==> src/design/dim_pkg.sv <==
// Package for the pulse-width dimming decoder.
// Assumes a 50 MHz system clock; all times are converted to cycles here.
package dim_pkg;

    localparam int CLOCK_HZ = 50_000_000;

    // ----------------------------------------
    // Pulse timing (ns, as specified)
    // ----------------------------------------
    localparam int ONE_MIN_NS = 15_000;
    localparam int ONE_MAX_NS = 45_000;
    localparam int ZERO_MIN_NS = 90_000;
    localparam int ZERO_MAX_NS = 120_000;
    localparam int LOAD_MIN_NS = 215_000;
    localparam int HIGH_MIN_NS = 3_000;
    localparam int CLOCK_NS = 1_000_000_000 / CLOCK_HZ;

    // Least times round up, longest round down
    localparam int ONE_MIN_CYC = (ONE_MIN_NS + CLOCK_NS - 1) / CLOCK_NS;
    localparam int ONE_MAX_CYC = ONE_MAX_NS / CLOCK_NS;
    localparam int ZERO_MIN_CYC = (ZERO_MIN_NS + CLOCK_NS - 1) / CLOCK_NS;
    localparam int ZERO_MAX_CYC = ZERO_MAX_NS / CLOCK_NS;
    localparam int LOAD_MIN_CYC = (LOAD_MIN_NS + CLOCK_NS - 1) / CLOCK_NS;
    localparam int HIGH_MIN_CYC = (HIGH_MIN_NS + CLOCK_NS - 1) / CLOCK_NS;

    // ----------------------------------------
    // Widths and reset values
    // ----------------------------------------
    localparam int CODE_W = 5;
    localparam int CNT_W = 14;
    localparam logic [4:0] CODE_RESET = 5'h00;
    localparam logic [13:0] CNT_SAT = 14'h3FFF;

    typedef enum logic [1:0] {
        SYM_NONE = 2'b00,
        SYM_ONE = 2'b01,
        SYM_ZERO = 2'b10,
        SYM_LOAD = 2'b11
    } symbol_e;

    typedef struct packed {
        logic valid;
        symbol_e kind;
    } symbol_s;

endpackage

==> src/design/pulse_width_dimming_decoder.sv <==
// Single-wire brightness programming logic of a boost LED driver.
// Assumes an open-drain host pulling dimming_line low; pins are asynchronous.
`timescale 1ns/10ps

// Overview of operation
// - Line idles high; only low pulses of chosen length carry symbols.
// - Low between 15 and 45 us decodes as a one bit.
// - Low between 90 and 120 us decodes as a zero bit.
// - Low over 215 us loads last five bits into brightness register.
// - Brightness is a 5-bit code selecting one of 32 levels.
// - Register clears to zero while disabled or under undervoltage lockout.
// - Enable low powers down and loses setting; host must reprogram.
// - Enable is active high.
// - Feedback reference rises linearly with code 0 to 31, default 0.
// - Overvoltage stops switching until output falls 7% below threshold.
module pulse_width_dimming_decoder (
    input wire logic clock,
    input wire logic rst,
    input wire logic enable,
    input wire logic undervoltage_lockout,
    input wire logic dimming_line,
    input wire logic overvoltage_trip,
    input wire logic overvoltage_recovered,
    input wire logic switch_request,
    output logic [4:0] brightness_code,
    output logic [5:0] reference_step,
    output logic switch_node_gate,
    output logic feedback_disconnect_switch,
    output logic powered_down,
    output logic [1:0] last_symbol
);

    // ----------------------------------------
    // Pin synchronisers
    // ----------------------------------------
    logic line_lvl;
    logic en_lvl;
    logic undervoltage_lockout_lvl;
    logic ovp_lvl;
    logic ovr_lvl;

    pin_sync #(.RESET_VAL(1'b1)) u_line (.clock(clock), .rst(rst), .pin(dimming_line), .level(line_lvl));
    pin_sync #(.RESET_VAL(1'b0)) u_en (.clock(clock), .rst(rst), .pin(enable), .level(en_lvl));
    pin_sync #(.RESET_VAL(1'b1)) u_undervoltage_lockout (.clock(clock), .rst(rst), .pin(undervoltage_lockout), .level(undervoltage_lockout_lvl));
    pin_sync #(.RESET_VAL(1'b0)) u_ovp (.clock(clock), .rst(rst), .pin(overvoltage_trip), .level(ovp_lvl));
    pin_sync #(.RESET_VAL(1'b0)) u_ovr (.clock(clock), .rst(rst),
        .pin(overvoltage_recovered), .level(ovr_lvl));

    // ----------------------------------------
    // Power state
    // ----------------------------------------
    // Enable is high-true; undervoltage also holds shifter, code, overvoltage latch and gate cleared
    wire active = en_lvl & ~undervoltage_lockout_lvl;

    // ----------------------------------------
    // Line edge and low-time counter
    // ----------------------------------------
    logic [13:0] low_cnt_r;
    logic [13:0] low_cnt_nxt;
    logic line_prev_r;
    logic cnt_full;

    // Previous level resets high, the idle level, so reset never fakes an edge
    wire rise = line_lvl & ~line_prev_r;
    wire is_low = ~line_lvl;

    // Saturates so a line stuck low can never wrap into a short pulse
    assign cnt_full = (low_cnt_r == dim_pkg::CNT_SAT);
    assign low_cnt_nxt = !is_low ? 14'h0000 :
        cnt_full ? low_cnt_r :
        low_cnt_r + 14'h0001;

    always_ff @(posedge clock)
    begin
        if (rst)
        begin
            low_cnt_r <= 14'h0000;
            line_prev_r <= 1'b1;
        end
        else
        begin
            low_cnt_r <= low_cnt_nxt;
            line_prev_r <= line_lvl;
        end
    end

    // ----------------------------------------
    // Symbol classification
    // ----------------------------------------
    // Windows are open at both ends; counts are whole cycles low
    function automatic dim_pkg::symbol_e classify(input logic [13:0] n);
        if (n > 14'(dim_pkg::LOAD_MIN_CYC))
            classify = dim_pkg::SYM_LOAD;
        else if (n > 14'(dim_pkg::ZERO_MIN_CYC) && n < 14'(dim_pkg::ZERO_MAX_CYC))
            classify = dim_pkg::SYM_ZERO;
        else if (n > 14'(dim_pkg::ONE_MIN_CYC) && n < 14'(dim_pkg::ONE_MAX_CYC))
            classify = dim_pkg::SYM_ONE;
        else
            classify = dim_pkg::SYM_NONE;
    endfunction

    // Pulses that end while powered down are dropped
    dim_pkg::symbol_s sym;
    logic take_one;
    logic take_zero;
    logic take_load;

    assign sym.valid = rise & active;
    assign sym.kind = classify(low_cnt_r);
    assign take_one = sym.valid && (sym.kind == dim_pkg::SYM_ONE);
    assign take_zero = sym.valid && (sym.kind == dim_pkg::SYM_ZERO);
    assign take_load = sym.valid && (sym.kind == dim_pkg::SYM_LOAD);

    // Out-of-window pulses still report, as code 0, for visibility
    always_ff @(posedge clock)
    begin
        if (rst)
            last_symbol <= 2'h0;
        else if (sym.valid)
            last_symbol <= sym.kind;
    end

    // ----------------------------------------
    // Bit shifter
    // ----------------------------------------
    logic [4:0] shift_r;
    logic [4:0] shift_nxt;

    // Earliest bit ends up in the MSB after five shifts
    // Fewer than five bits leave older bits in the upper end
    assign shift_nxt = !active ? dim_pkg::CODE_RESET :
        take_one ? {shift_r[3:0], 1'b1} :
        take_zero ? {shift_r[3:0], 1'b0} :
        shift_r;

    always_ff @(posedge clock)
    begin
        if (rst)
            shift_r <= dim_pkg::CODE_RESET;
        else
            shift_r <= shift_nxt;
    end

    // ----------------------------------------
    // Brightness register
    // ----------------------------------------
    logic [4:0] code_r;
    logic [4:0] code_nxt;
    logic [5:0] ref_nxt;

    // A load copies the shifter as it stands, so a bare load repeats old bits
    assign code_nxt = !active ? dim_pkg::CODE_RESET :
        take_load ? shift_r :
        code_r;

    // Index 1..32 keeps a small nonzero reference at code 0
    assign ref_nxt = {1'b0, code_nxt} + 6'h01;

    always_ff @(posedge clock)
    begin
        if (rst)
        begin
            code_r <= dim_pkg::CODE_RESET;
            brightness_code <= dim_pkg::CODE_RESET;
            reference_step <= 6'h00;
        end
        else
        begin
            code_r <= code_nxt;
            brightness_code <= code_nxt;
            reference_step <= ref_nxt;
        end
    end

    // ----------------------------------------
    // Overvoltage gating
    // ----------------------------------------
    logic ovp_hold_r;
    logic ovp_hold_nxt;
    logic gate_nxt;

    // Hysteresis is analog; two comparator levels arrive here
    // A trip wins over recovery when both are seen in one cycle
    assign ovp_hold_nxt = !active ? 1'b0 :
        ovp_lvl ? 1'b1 :
        ovr_lvl ? 1'b0 :
        ovp_hold_r;

    // Request comes from the regulator on this clock, so no synchroniser
    assign gate_nxt = active & switch_request & ~ovp_hold_nxt;

    always_ff @(posedge clock)
    begin
        if (rst)
        begin
            ovp_hold_r <= 1'b0;
            switch_node_gate <= 1'b0;
        end
        else
        begin
            ovp_hold_r <= ovp_hold_nxt;
            switch_node_gate <= gate_nxt;
        end
    end

    // ----------------------------------------
    // Power-down outputs
    // ----------------------------------------
    // Overvoltage never reaches these; it only blanks the switch
    always_ff @(posedge clock)
    begin
        if (rst)
        begin
            feedback_disconnect_switch <= 1'b0;
            powered_down <= 1'b1;
        end
        else
        begin
            feedback_disconnect_switch <= active;
            powered_down <= ~active;
        end
    end

    // Gap check is the host's duty: 3 us is far above the pin latency

endmodule

==> src/design/pin_sync.sv <==
// Three-stage synchroniser for asynchronous pins.
// A change is accepted once the second and third stages agree.
`timescale 1ns/10ps
module pin_sync #(
    parameter logic RESET_VAL = 1'b0
) (
    input wire logic clock,
    input wire logic rst,
    input wire logic pin,
    output logic level
);

    logic meta_r;
    logic mid_r;
    logic last_r;
    logic level_r;
    wire agree = (mid_r == last_r);

    always_ff @(posedge clock)
    begin
        if (rst)
        begin
            meta_r <= RESET_VAL;
            mid_r <= RESET_VAL;
            last_r <= RESET_VAL;
            level_r <= RESET_VAL;
        end
        else
        begin
            meta_r <= pin;
            mid_r <= meta_r;
            last_r <= mid_r;
            if (agree)
                level_r <= last_r;
        end
    end

    assign level = level_r;

endmodule

==> config.mk <==
export PLATFORM = sky130hd
export DESIGN_NAME = pulse_width_dimming_decoder
export DESIGN_NICKNAME = d
export VERILOG_FILES = /design/src/design/dim_pkg.sv /design/src/design/pulse_width_dimming_decoder.sv /design/src/design/pin_sync.sv
export SDC_FILE = /design/constraint.sdc
export NUM_CORES = 1
export LEC_CHECK = 0
export BUFFER_PORTS_ARGS = -buffer_cell sky130_fd_sc_hd__buf_2
export CAP_MARGIN = 10
export CORE_ASPECT_RATIO = 1.4
export CORE_MARGIN = 1.5
export CORE_UTILIZATION = 45
export DETAILED_ROUTE_END_ITERATION = 10
export HOLD_SLACK_MARGIN = 0.15
export PLACE_DENSITY_LB_ADDON = 0.08
export SLEW_MARGIN = 20
export SYNTH_ARGS = -nofsm -noshare
export SYNTH_HDL_FRONTEND = slang
export SYNTH_SLANG_ARGS = --single-unit
==> constraint.sdc <==
create_clock -name clock -period 7 [get_ports clock]
set_input_delay 1.4 -clock clock [delete_from_list [all_inputs] [get_ports clock]]
set_output_delay 1.4 -clock clock [all_outputs]
set_load 0.02 [all_outputs]
# After elaboration in Yosys (flattened, before gate mapping)
# Index checks and enable logic that the tools add are counted.
# word_totals
romBits	0
reg_bits	57
latch_bits	0
word_cells	73
out_inout_bits	16
mem_bits_rw	0
n_memories	0
# classes
n_eq_ne	9
bitwise	9
n_mul	0
magnitude_cmp	5
mux	10
n_addsub	2
shift	0
reduce_logical	8
div	0
# ops
op	count
5-bit 2-to-1 mux	4
14-bit by 1-bit adder with 14-bit output, second input constant	1
14-bit == test, second input constant	1
14-bit by 10-bit greater-than comparator with 1-bit output, second input constant	1
14-bit by 13-bit greater-than comparator with 1-bit output, second input constant	1
14-bit greater-than comparator, second input constant	1
14-bit by 12-bit less-than comparator with 1-bit output, second input constant	1
14-bit by 13-bit less-than comparator with 1-bit output, second input constant	1
5-bit by 1-bit adder with 6-bit output, second input constant	1
1-bit bitwise AND	5
1-bit == test	5
1-bit logical AND	5
2-bit == test, second input constant	2
1-bit 2-to-1 mux	4
2-bit 2-to-1 mux	2
1-bit NOT	4
2-bit OR reduction	2
2-bit by 1-bit == test with 1-bit output, second input constant	1
2-bit nonzero test	1

# Depth between registers and ports, before layout
# Gate-level depths: netlist (run 1).
# logic_depth
word_depth	10
mapped_depth	13

# Modules after synthesis
# From an unflattened synthesis (run 1), not the netlist that was laid out.
# unflattened
cells_unflattened	266
area_unflattened_um2	2474.9
# modules_own_cells
module	seq_area_each_um2	area_each_um2	n_inst	cells_each
pulse_width_dimming_decoder	740.7	1906.8	1	216
pin_sync (u_en ...)	80.1	112.6	3	10
pin_sync (u_line ...)	80.1	115.1	2	10

# Worst setup path after synthesis (run 1)
# OpenSTA, ideal clock, no wires.
# synth_path
path_kind	reg-to-reg
startpoint	register low_cnt_r[7]
endpoint	register reference_step[4]
required_time_ns	6.914
arrival_time_ns	2.296
synth_period_minus_slack_ns	2.381
setup_time_ns	0.086
path_stages_with_launch	14
setup_slack_ns	4.619
path_cell_list	dfxtp_1 -> buf_6 -> and4_4 -> and4_4 -> a22oi_2 -> nor3b_4 -> buf_6 -> mux2i_1 -> nor2_1 -> ha_1 -> nand4_1 -> xnor2_1 -> nor2_1 -> a211oi_1
# synth_between
elab_chain_cells	10
# synth_rtl
element	line_no	source
start: declaration	pulse_width_dimming_decoder.sv:58	logic [13:0] low_cnt_r;
start signal: assignment	pulse_width_dimming_decoder.sv:82	low_cnt_r <= low_cnt_nxt;
14-bit by 10-bit greater-than comparator with 1-bit output or 14-bit by 12-bit less-than comparator with 1-bit output (tied branches)	pulse_width_dimming_decoder.sv:96	else if (n > 14'(dim_pkg::ONE_MIN_CYC) && n < 14'(dim_pkg::ONE_MAX_CYC))
1-bit logical AND	pulse_width_dimming_decoder.sv:96	
1-bit 2-to-1 mux	pulse_width_dimming_decoder.sv:96	
2-bit 2-to-1 mux	pulse_width_dimming_decoder.sv:94	else if (n > 14'(dim_pkg::ZERO_MIN_CYC) && n < 14'(dim_pkg::ZERO_MAX_CYC))
2-bit 2-to-1 mux (*)	pulse_width_dimming_decoder.sv:92	if (n > 14'(dim_pkg::LOAD_MIN_CYC))
2-bit == test (*)	pulse_width_dimming_decoder.sv:112	assign take_load = sym.valid && (sym.kind == dim_pkg::SYM_LOAD);
1-bit logical AND (*)	pulse_width_dimming_decoder.sv:112	
5-bit 2-to-1 mux (*)	pulse_width_dimming_decoder.sv:153	take_load ? shift_r :
5-bit 2-to-1 mux (*)	pulse_width_dimming_decoder.sv:152	assign code_nxt = !active ? dim_pkg::CODE_RESET :
named net code_nxt[0]	pulse_width_dimming_decoder.sv:148	logic [4:0] code_nxt;
5-bit by 1-bit adder with 6-bit output (*)	pulse_width_dimming_decoder.sv:157	assign ref_nxt = {1'b0, code_nxt} + 6'h01;
end signal: assignment	pulse_width_dimming_decoder.sv:171	reference_step <= ref_nxt;
end: declaration	pulse_width_dimming_decoder.sv:26	output logic [5:0] reference_step,
# Mark *: on every way through the listed nets, which the timed path passes. The rest lies on a longest branch.
# A chain may end at the register's enable or synchronous reset.

# Worst setup path in the final report (run 1)
# layout_path
startpoint	register low_cnt_r[4]
endpoint	register reference_step[4]
# The elaborated chain is that of the path after synthesis.

==> results of run 1 <==
## how the worst min path moves through the flow
stage | slack [ns] | depth (start not counted) | to | startpoint
global placement | 0.39 | 1 | u_line.mid_r$_SDFF_PP1_ | u_line.meta_r$_SDFF_PP1_
floorplan | 0.39 | 1 | u_line.mid_r$_SDFF_PP1_ | u_line.meta_r$_SDFF_PP1_
CTS | 0.41 | 1 | u_undervoltage_lockout.mid_r$_SDFF_PP1_ | u_undervoltage_lockout.meta_r$_SDFF_PP1_
global route | 0.42 | 1 | u_line.mid_r$_SDFF_PP1_ | u_line.meta_r$_SDFF_PP1_
finish | 0.41 | 1 | u_undervoltage_lockout.mid_r$_SDFF_PP1_ | u_undervoltage_lockout.meta_r$_SDFF_PP1_
detailed placement | 0.40 | 1 | u_undervoltage_lockout.mid_r$_SDFF_PP1_ | u_undervoltage_lockout.meta_r$_SDFF_PP1_
## worst max-delay path, stage by stage (launching register included)
cell      delay, ns
dfxtp_1        0.52
and4_4         0.29
and4_4         0.23
a22oi_2        0.08
nor3b_4        0.55
mux2i_1        0.35
nor2_1         0.07
ha_1           0.23
nand4_1        0.13
xnor2_1        0.12
nor2_1         0.05
a211oi_1       0.21
## final cells by class
type	instances	area, um2	area share, %
Multi-Input combinational cell	184	1194	43.62
Sequential cell	57	1141	41.70
Clock buffer	9	123.9	4.527
Clock inverter	7	61.31	2.241
Timing Repair Buffer	23	115.1	4.207
Inverter	5	18.77	0.6859
Tap cell	66	82.58	3.018
## routing by layer
| metal | track usage [%] | up-vias | wire length [um] |
|---|---|---|---|
| met1 | 19.84 | 831 | 2111 |
| met5 | 0 | - | 0 |
| li1 | - | 951 | - |
| met2 | 28.03 | 44 | 2245 |
| met3 | 6.815 | 11 | 212 |
| met4 | 9.201 | 0 | 127 |
## state kept, by name, summed over array words and instances, names as in the netlist, 2 cells and up
| register | flops |
|---|---|
| code_r | 5 |
| shift_r | 5 |
| last_symbol | 2 |
| low_cnt_r | 14 |
| reference_step | 6 |
## power groups by stage
stage | combinational (mW) | sequential [mW] | clock [mW]
finish | 0.00818 | 0.329 | 0.286
global route | 0.00929 | 0.330 | 0.315
CTS | 0.00836 | 0.329 | 0.297
detailed placement | 0.00828 | 0.337 | 0
global placement | 0.00810 | 0.337 | 0
floorplan | 0.00593 | 0.337 | 0
## cell usage after synthesis, types with 2 or more instances
library cell,instances
a21oi_1,7
ha_1,3
buf_4,2
buf_2,2
nor2b_1,12
nor4_1,5
and4_4,3
nand3_1,9
dfxtp_1,57
clkbuf_2,2
nand2b_1,4
o21bai_1,4
a211oi_1,5
nand2_1,17
mux2i_1,11
a311oi_1,3
clkbuf_1,5
or2_2,8
o21ai_0,6
nor3_1,6
nand4_1,8
xnor2_1,9
a31oi_1,3
nor2_1,34
inv_1,4
xor2_1,5
o211ai_1,3
and3_1,3
buf_6,7
## metrics by stage
stage / area (um2) / power, mW
6_report: 2736 / 0.6231
5_1_grt: 2736 / 0.6543
4_1_cts: 2736 / 0.6343
3_5_place_dp: 2551 / 0.3451
3_3_place_gp: 2551 / 0.3448
2_1_floorplan: 2486 / 0.3428
## cells by family after synthesis
kind of cell	after synthesis
AO/OA/AOI/OAI	38
XOR/XNOR	14
adder cells (fa/ha/maj)	3
buffers and inverters	23
flip-flops	57
multiplexers	13
AND/OR/NAND/NOR	116
==> metrics.md, run 1 <==
| Metric | Value |
|---|---|
| Buffers on Ports | `23` |
| Post-route minimum period | `between 2 and 3 ns` |
| Reg-to-reg endpoint | `reference_step[4]$_SDFF_PP0_` |
| Placed cell count | `around 340` |
| Most common cell after layout, fill and taps aside | `dfxtp_1` |
| Measured slew at the worst slew-check pin | `0.5910 ns` |
| Max rail drop VDD | `0.0001180 V` |
| Area contributors post-synth | `dfxtp_1 46%, nor2_1 5.1%, mux2i_1 4.4%` |
| Core ar. | `5236 um2` |
| Starting Density | `47.48%` |
| CP Class | `flop to flop` |
| Antenna Diode Count | `0` |
| Switch Pwr | `0.1563 mW` |
| Compound-Gate Fraction of Synth Area | `a little over a tenth` |
| Vias in the first global route | `approximately 1700` |
| Total Nets Final | `~290` |
| Post-synthesis sequential area ratio | `45.90%` |
| Worst flop-to-flop path startpoint | `low_cnt_r[4]$_SDFFE_PP0P_` |
| Final wirelength | `around 4700 um` |
| Post-CTS Setup Inserts | `0` |
| Hold Slack | `0.4124 ns` |
| Antenna violations before repair | `0` |
| Mapped cell area | `roughly 2500 um2` |
| Worst Path Required | `a little over 7 ns` |
| Ys async rst share | `0%` |
| Final worst slack | `just over 4 ns` |
| Syn_area_per_cell | `about 9.4 um2` |
| Area leader, netlist | `dfxtp_1` |
| R2R Setup Slk | `between 4 and 5 ns` |
| Slew HR | `60.56%` |
| Reg clk slew, reported paths | `roughly 0.080 ns` |
| Tightest Hold Check Type | `flop to flop` |
| P_leak | `approximately 0.94 nW` |
| CP max FO | `11` |
| Final Non-Filler Cells | `351` |
| EDFF count, synth | `0` |
| Total negative setup slack | `0 ns` |
| Startpoint Class | `flop` |
| CTS Buf Count | `9` |
| Area delta synth->final | `10.07%` |
| Ys Warns | `0` |
| GR Util All Layers | `~18%` |
| Critical path origin | `low_cnt_r[4]$_SDFFE_PP0P_` |
| Gpl congestion | `0.8439` |
| CTS tree | `yes` |
| Latest clock arrival within the worst-skew pair | `around 0.34 ns` |
| Power share of the combinational group | `between 1 and 1.5%` |
| Number of routed nets with antenna violations | `0` |
| Post-Syn Nets | `between 200 and 300` |
| Synth Area in Simple Gates | `between 20% and 30%` |
| Final hold viol count | `0` |
| Critical Path End Type | `flop` |
| Clock sinks | `57` |
| Post-CTS Resized | `0` |
| Deepest clock path buffer count | `2` |
| Via density | `around 5.2` |
| Clock power frac | `roughly 46%` |
| Flop pwr share | `between 50% and 60%` |
| Pint | `0.4668 mW` |
| Synth cell types | `46` |
| Final period util | `between 40% and 50%` |
| Hold_buf cts | `0` |
| Post-synthesis mux area share | `5.486%` |
| Fmax achieved | `approximately 340 MHz` |
| MaxCap Viol Count | `0` |
| Number of detailed-route iterations in the first pass | `4` |
| DIE HEIGHT | `roughly 91 um` |
| Largest family of logic cells by synthesized area | `simple AND/OR/NAND/NOR gates` |
| Status | `finished clean` |
| Root buf cell | `clkbuf_8` |
| Routed WL per cell | `around 13 um` |
| Largest net degree at the start of global routing | `30` |
| Worst R2R Path Depth | `11` |
| Crit path DAT | `~3.2 ns` |
| Dpl ws | `around 4.0 ns` |
| Syn Inst Count | `264` |
| Share of the synthesized area in the top cell type | `around 46%` |
| Most frequent cells in the layout | `57 x dfxtp_1, 34 x nor2_1, 23 x buf_2` |
| Setup crit end | `reference_step[4]$_SDFF_PP0_` |
| Clk_skew | `roughly 0.011 ns` |
| #FFs+latches synth | `57` |
| GRT Residual Overflow | `0` |
| Initial DRC Count | `roughly 110` |
| Post-synthesis xor/xnor area fraction | `4.932%` |
| IO Pins | `24` |
| Top FF cell, synth | `dfxtp_1` |
| PwrDens | `227.7 nW/um2` |
| Routed vias | `1837` |
| Global-route wire length before repair | `~8000 um` |
| H-tree depth | `3` |
| Row count | `31` |
| DIE AREA | `roughly 6000 um2` |
| DRC | `0` |
| Layout cells sized above 1 | `between 20% and 30%` |
| Final setup violation count | `0` |
| RSZ-0062 raised after global routing | `false` |
| Fin util | `52.26%` |
| Slew Limit Fails | `0` |
| Chip width | `approximately 66 um` |
| HPWL after DPL | `between 3000 and 4000 um` |
| Switch share | `around a quarter` |
| Synth Area in Adders | `around 1.5%` |
| FILL cells | `between 500 and 600` |
Note: power is estimated with default switching activity, not from simulation.
==> run 2: changes to the inputs <==
==> constraint.sdc (replaced) <==
create_clock -name clock -period 2.4 [get_ports clock]
set_input_delay 0.48 -clock clock [delete_from_list [all_inputs] [get_ports clock]]
set_output_delay 0.48 -clock clock [all_outputs]
set_load 0.02 [all_outputs]
==> run 2 against run 1 <==
Critical path depth unchanged. Global-route usage is 1.8 points higher. Sequential power grew to 2.9 times the previous value. Largest power group is now clock. Largest cell class unchanged. Die area did not move.
==> metrics.md, run 2 (synthesis gave the netlist of run 1 again) <==
| Metric | Value |
|---|---|
| Routed vias | `1942 (+5.7%)` |
| DIE AREA | `5986 um2 (unchanged)` |
| DRC | `0 (unchanged)` |
| Final wirelength | `5143 um (+9.5%)` |
| Number of detailed-route iterations in the first pass | `4 (unchanged)` |
| RSZ-0062 raised after global routing | `false` |
| Crit path DAT | `2.52 ns (-0.65 ns)` |
| DIE HEIGHT | `90.95 um (unchanged)` |
| Deepest clock path buffer count | `2 (unchanged)` |
| Total negative setup slack | `0 ns (unchanged)` |
| Root buf cell | `clkbuf_8` |
| CP max FO | `5 (-6)` |
| Largest registers | `low_cnt_r: 14 flops, reference_step: 6 flops` |
| Measured slew at the worst slew-check pin | `0.5166 ns (-0.07435 ns)` |
| Area delta synth->final | `18.22%` |
| Vias in the first global route | `1921 (+13%)` |
| Slew HR | `64.67% (+4.1 points)` |
| Buffers on Ports | `23 (unchanged)` |
| Total Power | `1.982 mW (+220%)` |
| P_leak | `1.066 nW (+14%)` |
| Antenna Diode Count | `0 (unchanged)` |
| Core ar. | `5236 um2 (unchanged)` |
| Clock sinks | `57 (unchanged)` |
| Biggest register | `low_cnt_r` |
| PwrDens | `674.3 nW/um2 (+200%)` |
| MaxCap Viol Count | `0 (unchanged)` |
| Switch share | `20.20% (-4.9 points)` |
| Via density | `5.220 (-0.25%)` |
| Most frequent cells in the layout | `56 x dfxtp_1, 34 x nor2_1, 23 x buf_2` |
| Starting Density | `47.48% (unchanged)` |
| CTS Buf Count | `9 (unchanged)` |
| Most common cell after layout, fill and taps aside | `dfxtp_1` |
| Total Nets Final | `312 (+7.2%)` |
| Flop pwr share | `48.5% (-4.3 points)` |
| Number of routed nets with antenna violations | `0 (unchanged)` |
| Startpoint Class | `flop` |
| CTS tree | `yes` |
| Power share of the combinational group | `1.3% (about the same)` |
| Final worst slack | `0.1344 ns (-3.957 ns)` |
| Final setup violation count | `0 (unchanged)` |
| Tightest Hold Check Type | `input port to flop` |
| CP Class | `flop to flop` |
| Global-route wire length before repair | `8804 um (+10%)` |
| Pint | `1.581 mW (+240%)` |
| Clock power frac | `50.3% (+4.4 points)` |
| Fmax achieved | `441.4 MHz (+28%)` |
| Max reg flops | `14 (unchanged)` |
| Antenna violations before repair | `0 (unchanged)` |
| Row count | `31 (unchanged)` |
| FILL cells | `476 (-8.8%)` |
| Hold_buf cts | `0 (unchanged)` |
| Slew Limit Fails | `0 (unchanged)` |
| Latest clock arrival within the worst-skew pair | `0.34 ns (about the same)` |
| Initial DRC Count | `95 (-10%)` |
| Worst Path Required | `2.65 ns (-4.61 ns)` |
| HPWL after DPL | `3630 um (+10%)` |
| H-tree depth | `3 (unchanged)` |
| Final hold viol count | `0 (unchanged)` |
| Dpl ws | `0.1144 ns (-3.880 ns)` |
| Layout cells sized above 1 | `26.80% (+6.4 points)` |
| Max rail drop VDD | `0.0003886 V (+230%)` |
| Switch Pwr | `0.4003 mW (+160%)` |
| Chip width | `65.82 um (unchanged)` |
| Largest net degree at the start of global routing | `20 (-33%)` |
| Gpl congestion | `0.8420 (-0.23%)` |
| Routed WL per cell | `13.83 um (+3.3%)` |
| Post-route minimum period | `2.266 ns (-0.6427 ns)` |
| Clk_skew | `0.005403 ns (-0.005245 ns)` |
| Final period util | `94.40% (+53 points)` |
| Status | `finished clean` |
| Reg clk slew, reported paths | `0.06 ns (-0.02 ns)` |
| GRT Residual Overflow | `0 (unchanged)` |
| Critical Path End Type | `flop` |
| IO Pins | `24 (unchanged)` |
| GR Util All Layers | `19.42% (+1.8 points)` |
[run 2: changes by cell type in the layout (fill, tap and decap cells not counted), moves of 2 or more]
cell and delta:
buf_4 +21, inv_6 -3, bufinv_16 +2, clkinv_2 +2
clkinvlp_4 -2
[run 2: what timing repair did]
item                       in CTS  in global routing
setup endpoints to repair       0                  1
gates resized for setup         0                  4
buffers inserted                0                  0
[run 2: path summary, 6_finish.rpt]
path,cells past startpoint,to,slack (ns),start
max,11,reference_step[4]$_SDFF_PP0_,0.13,low_cnt_r[11]$_SDFFE_PP0P_
min,2,u_undervoltage_lockout.meta_r$_SDFF_PP1_,0.32,undervoltage_lockout
max reg2reg,11,reference_step[4]$_SDFF_PP0_,0.13,low_cnt_r[11]$_SDFFE_PP0P_
min reg2reg,1,u_line.mid_r$_SDFF_PP1_,0.41,u_line.meta_r$_SDFF_PP1_
[run 2: power by group through the flow]
stage                     registers (mW)  logic, mW  clock network (mW)
after floorplan                    0.982     0.0173                   0
final                              0.961     0.0249               0.996
after CTS                          0.961     0.0256                1.02
after global routing               0.961     0.0283                1.07
after detailed placement           0.982     0.0254                   0
after global placement             0.982     0.0248                   0
[run 2: worst max-delay path, stage by stage (launching register included)]
cell	delay, ns
dfxtp_2	0.34
and3b_1	0.16
and4_4	0.19
and4_4	0.20
nor3b_4	0.25
mux2i_1	0.25
nor2_1	0.07
ha_2	0.20
nand4_1	0.10
xnor2_1	0.12
nor2_1	0.08
a211oi_2	0.22
[run 2: area by class of cell]
type | instances | area (um2) | share of cell area (%)
clock buffers | 11 | 141.4 | 4.811
clock inverters | 5 | 78.83 | 2.682
inverters | 5 | 18.77 | 0.6386
multi-input cells | 184 | 1202 | 40.91
flip-flops and latches | 57 | 1142 | 38.87
well taps | 66 | 82.58 | 2.810
repair buffers | 44 | 272.8 | 9.281
[run 2: stage by stage]
step	cells	hold WS (ns)	area [um2]	util, %
floorplan	264	0.3895	2486	-
global placement	356	0.3910	2709	51.73
detailed placement	356	0.3928	2709	51.73
CTS	372	0.3028	2929	55.94
global route	372	0.3041	2939	56.13
finish	372	0.3163	2939	56.13
[run 2: routing by layer]
layer  up-vias  track usage (%)  wire length (um)
met4         0            11.98               154
met5         -                0                 0
li1        992                -                 -
met3        14            5.328               187
met2        40            32.15              2623
met1       896            21.42              2178
==> run 3: changes to the inputs <==
--- a/config.mk
+++ b/config.mk
@@ -7,11 +7,14 @@
 export LEC_CHECK = 0
 export BUFFER_PORTS_ARGS = -buffer_cell sky130_fd_sc_hd__buf_2
 export CAP_MARGIN = 10
+export CELL_PAD_IN_SITES_DETAIL_PLACEMENT = 0
+export CELL_PAD_IN_SITES_GLOBAL_PLACEMENT = 1
 export CORE_ASPECT_RATIO = 1.4
 export CORE_MARGIN = 1.5
-export CORE_UTILIZATION = 45
+export CORE_UTILIZATION = 36
 export DETAILED_ROUTE_END_ITERATION = 10
 export HOLD_SLACK_MARGIN = 0.15
+export MAX_ROUTING_LAYER = met4
 export PLACE_DENSITY_LB_ADDON = 0.08
 export SLEW_MARGIN = 20
 export SYNTH_ARGS = -nofsm -noshare
==> run 3 against run 2 <==
Total power fell by 11%. Die area increased by 24%. Cell area is 0.21% higher. Cell count up 7.5%. Register-to-register slack better by 0.06 ns. Core utilization decreased by 12 points. Wire length up 3.6%. Largest cell class unchanged. Largest power group is now registers.
==> metrics.md, run 3 (synthesis gave the netlist of run 1 again) <==
| Metric | Value |
|---|---|
| Fmax achieved | `454.0 MHz (+2.9%)` |
| P_leak | `1.049 nW (-1.6%)` |
| Initial DRC Count | `75 (-21%)` |
| Reg clk slew, reported paths | `0.07 ns (about the same)` |
| Worst Path Required | `2.66 ns (about the same)` |
| FILL cells | `672 (+41%)` |
| Area delta synth->final | `18.47%` |
| Startpoint Class | `flop` |
| Largest net degree at the start of global routing | `20 (unchanged)` |
| Most common cell after layout, fill and taps aside | `dfxtp_1` |
| Reg area | `1141 um2 (-0.11%)` |
| Antenna violations before repair | `0 (unchanged)` |
| CP max FO | `4 (-1)` |
| Max rail drop VDD | `0.0003098 V (-20%)` |
| CP Class | `flop to flop` |
| Post-route minimum period | `2.203 ns (-0.06293 ns)` |
| Final period util | `91.78% (-2.6 points)` |
| PwrDens | `600.2 nW/um2 (-11%)` |
| Vias in the first global route | `1889 (-1.7%)` |
| Number of routed nets with antenna violations | `0 (unchanged)` |
| Total negative setup slack | `0 ns (unchanged)` |
| Switch Pwr | `0.4177 mW (+4.3%)` |
| Most frequent cells in the layout | `57 x dfxtp_1, 33 x nor2_1, 23 x buf_2, 23 x buf_4, 17 x nand2_1` |
| Final setup violation count | `0 (unchanged)` |
| Max reg flops | `14 (unchanged)` |
| Deepest clock path buffer count | `2 (unchanged)` |
| HPWL after DPL | `3913 um (+7.8%)` |
| CTS tree | `yes` |
| Pint | `1.350 mW (-15%)` |
| Buffers on Ports | `23 (unchanged)` |
| Latest clock arrival within the worst-skew pair | `0.33 ns (about the same)` |
| Worst R2R Path Depth | `11 (unchanged)` |
| Root buf cell | `clkbuf_8` |
| IO Pins | `24 (unchanged)` |
| Row count | `35 (+13%)` |
| Hold Slack | `0.3237 ns (+0.007357 ns)` |
| Clk_skew | `0.01106 ns (+0.005652 ns)` |
| GR Util All Layers | `16.67% (-2.8 points)` |
| Final hold viol count | `0 (unchanged)` |
| Status | `finished clean` |
| Fin util | `44.54% (-12 points)` |
| Global-route wire length before repair | `8949 um (+1.6%)` |
| Slew HR | `70.17% (+5.5 points)` |
| DIE HEIGHT | `101.3 um (+11%)` |
| Core ar. | `6613 um2 (+26%)` |
| Chip width | `73.24 um (+11%)` |
| Total Nets Final | `314 (+0.64%)` |
| Worst path max stage delay | `0.32 ns (-0.02 ns)` |
| Switch share | `23.63% (+3.4 points)` |
| Starting Density | `37.60% (-9.9 points)` |
| Slowest cell on the critical path | `dfxtp_1` |
| Tightest Hold Check Type | `input port to flop` |
| Routed WL per cell | `13.32 um (-3.6%)` |
| CTS Buf Count | `9 (unchanged)` |
| Biggest register | `low_cnt_r` |
| Hold Path Stages | `2 (unchanged)` |
| Clock sinks | `57 (unchanged)` |
| DIE AREA | `7421 um2 (+24%)` |
| RSZ-0062 raised after global routing | `false` |
| CP Cell Sequence | `and3b_1, and4_4, and4_4, nor3b_4, mux2i_1, nor2_1, ha_2, nand4_1, xnor2_1, nor2_1, a211oi_2` |
| Largest registers | `low_cnt_r: 14 flops, reference_step: 6 flops` |
| Routed vias | `1956 (+0.72%)` |
| Measured slew at the worst slew-check pin | `0.4455 ns (-0.07111 ns)` |
| H-tree depth | `3 (unchanged)` |
| Crit path DAT | `2.46 ns (-0.06 ns)` |
| MaxCap Viol Count | `0 (unchanged)` |
| Critical Path End Type | `flop` |
| Area of the multi-input gates | `1204 um2 (+0.10%)` |
| DRC | `0 (unchanged)` |
| GRT Residual Overflow | `0 (unchanged)` |
| Final wirelength | `5329 um (+3.6%)` |
| Slew Limit Fails | `0 (unchanged)` |
| Via density | `4.890 (-6.3%)` |
| Antenna Diode Count | `0 (unchanged)` |
| Gpl congestion | `0.7870 (-6.5%)` |
| Clock power frac | `44.2% (-6.1 points)` |
| Power share of the combinational group | `1.4% (about the same)` |
| Flop pwr share | `54.3% (+5.8 points)` |
| Number of detailed-route iterations in the first pass | `5 (+1)` |
| Layout cells sized above 1 | `27.27% (+0.48 points)` |
[run 3: layout make-up]
cell class | count | share of cell area [%]
repair buffers | 46 | 9.771
clock inverters | 7 | 1.869
clock buffers | 9 | 4.206
flip-flops and latches | 57 | 38.74
inverters | 5 | 0.6372
well taps | 92 | 3.908
multi-input cells | 184 | 40.87
[run 3: power by group through the flow]
stage / Clock [mW] / Combinational, mW / Sequential [mW]
2_1_floorplan: 0 / 0.0173 / 0.982
3_5_place_dp: 0 / 0.0258 / 0.982
4_1_cts: 0.819 / 0.0259 / 0.960
5_1_grt: 0.867 / 0.0284 / 0.961
3_3_place_gp: 0 / 0.0255 / 0.982
6_report: 0.782 / 0.0252 / 0.960
[run 3: per-layer routing]
metal | up-vias | share of wire [%] | global-route usage, %
met5 | - | 0 | -
met4 | 0 | 2.6 | 8.999
met3 | 10 | 3.4 | 5.473
met2 | 50 | 51 | 27.83
met1 | 895 | 43 | 17.01
li1 | 1001 | - | -
[run 3: final timing paths]
kind	startpoint	endpoint	slack, ns
min reg2reg	u_undervoltage_lockout.meta_r$_SDFF_PP1_	u_undervoltage_lockout.mid_r$_SDFF_PP1_	0.41
max	low_cnt_r[12]$_SDFFE_PP0P_	reference_step[4]$_SDFF_PP0_	0.20
min	undervoltage_lockout	u_undervoltage_lockout.meta_r$_SDFF_PP1_	0.32
max reg2reg	low_cnt_r[12]$_SDFFE_PP0P_	reference_step[4]$_SDFF_PP0_	0.20
[run 3: repair_timing]
action,in CTS,in global routing
setup endpoints to repair,0,2
hold endpoints to repair,0,0
resized for setup,0,3
setup buffers,0,1
hold buffers,0,0
[run 3: stage by stage]
stage	cell area (um2)	cells	total power [mW]	setup WS [ns]
6_report	2945	400	1.768	0.1973
5_1_grt	2945	400	1.857	0.02236
4_1_cts	2928	399	1.805	0.1326
3_5_place_dp	2749	383	1.008	0.1512
3_3_place_gp	2749	383	1.008	0.2032
2_1_floorplan	2486	264	0.9997	0.01895
[run 3: critical path, delay by kind of cell (launching register included)]
| kind | cells | cell delay (ns) |
|---|---|---|
| xor+xnor | 1 | 0.12 |
| flops | 1 | 0.32 |
| mux | 1 | 0.26 |
| simple gates | 7 | 1.07 |
| fa+ha+maj | 1 | 0.19 |
| compound gates | 1 | 0.17 |
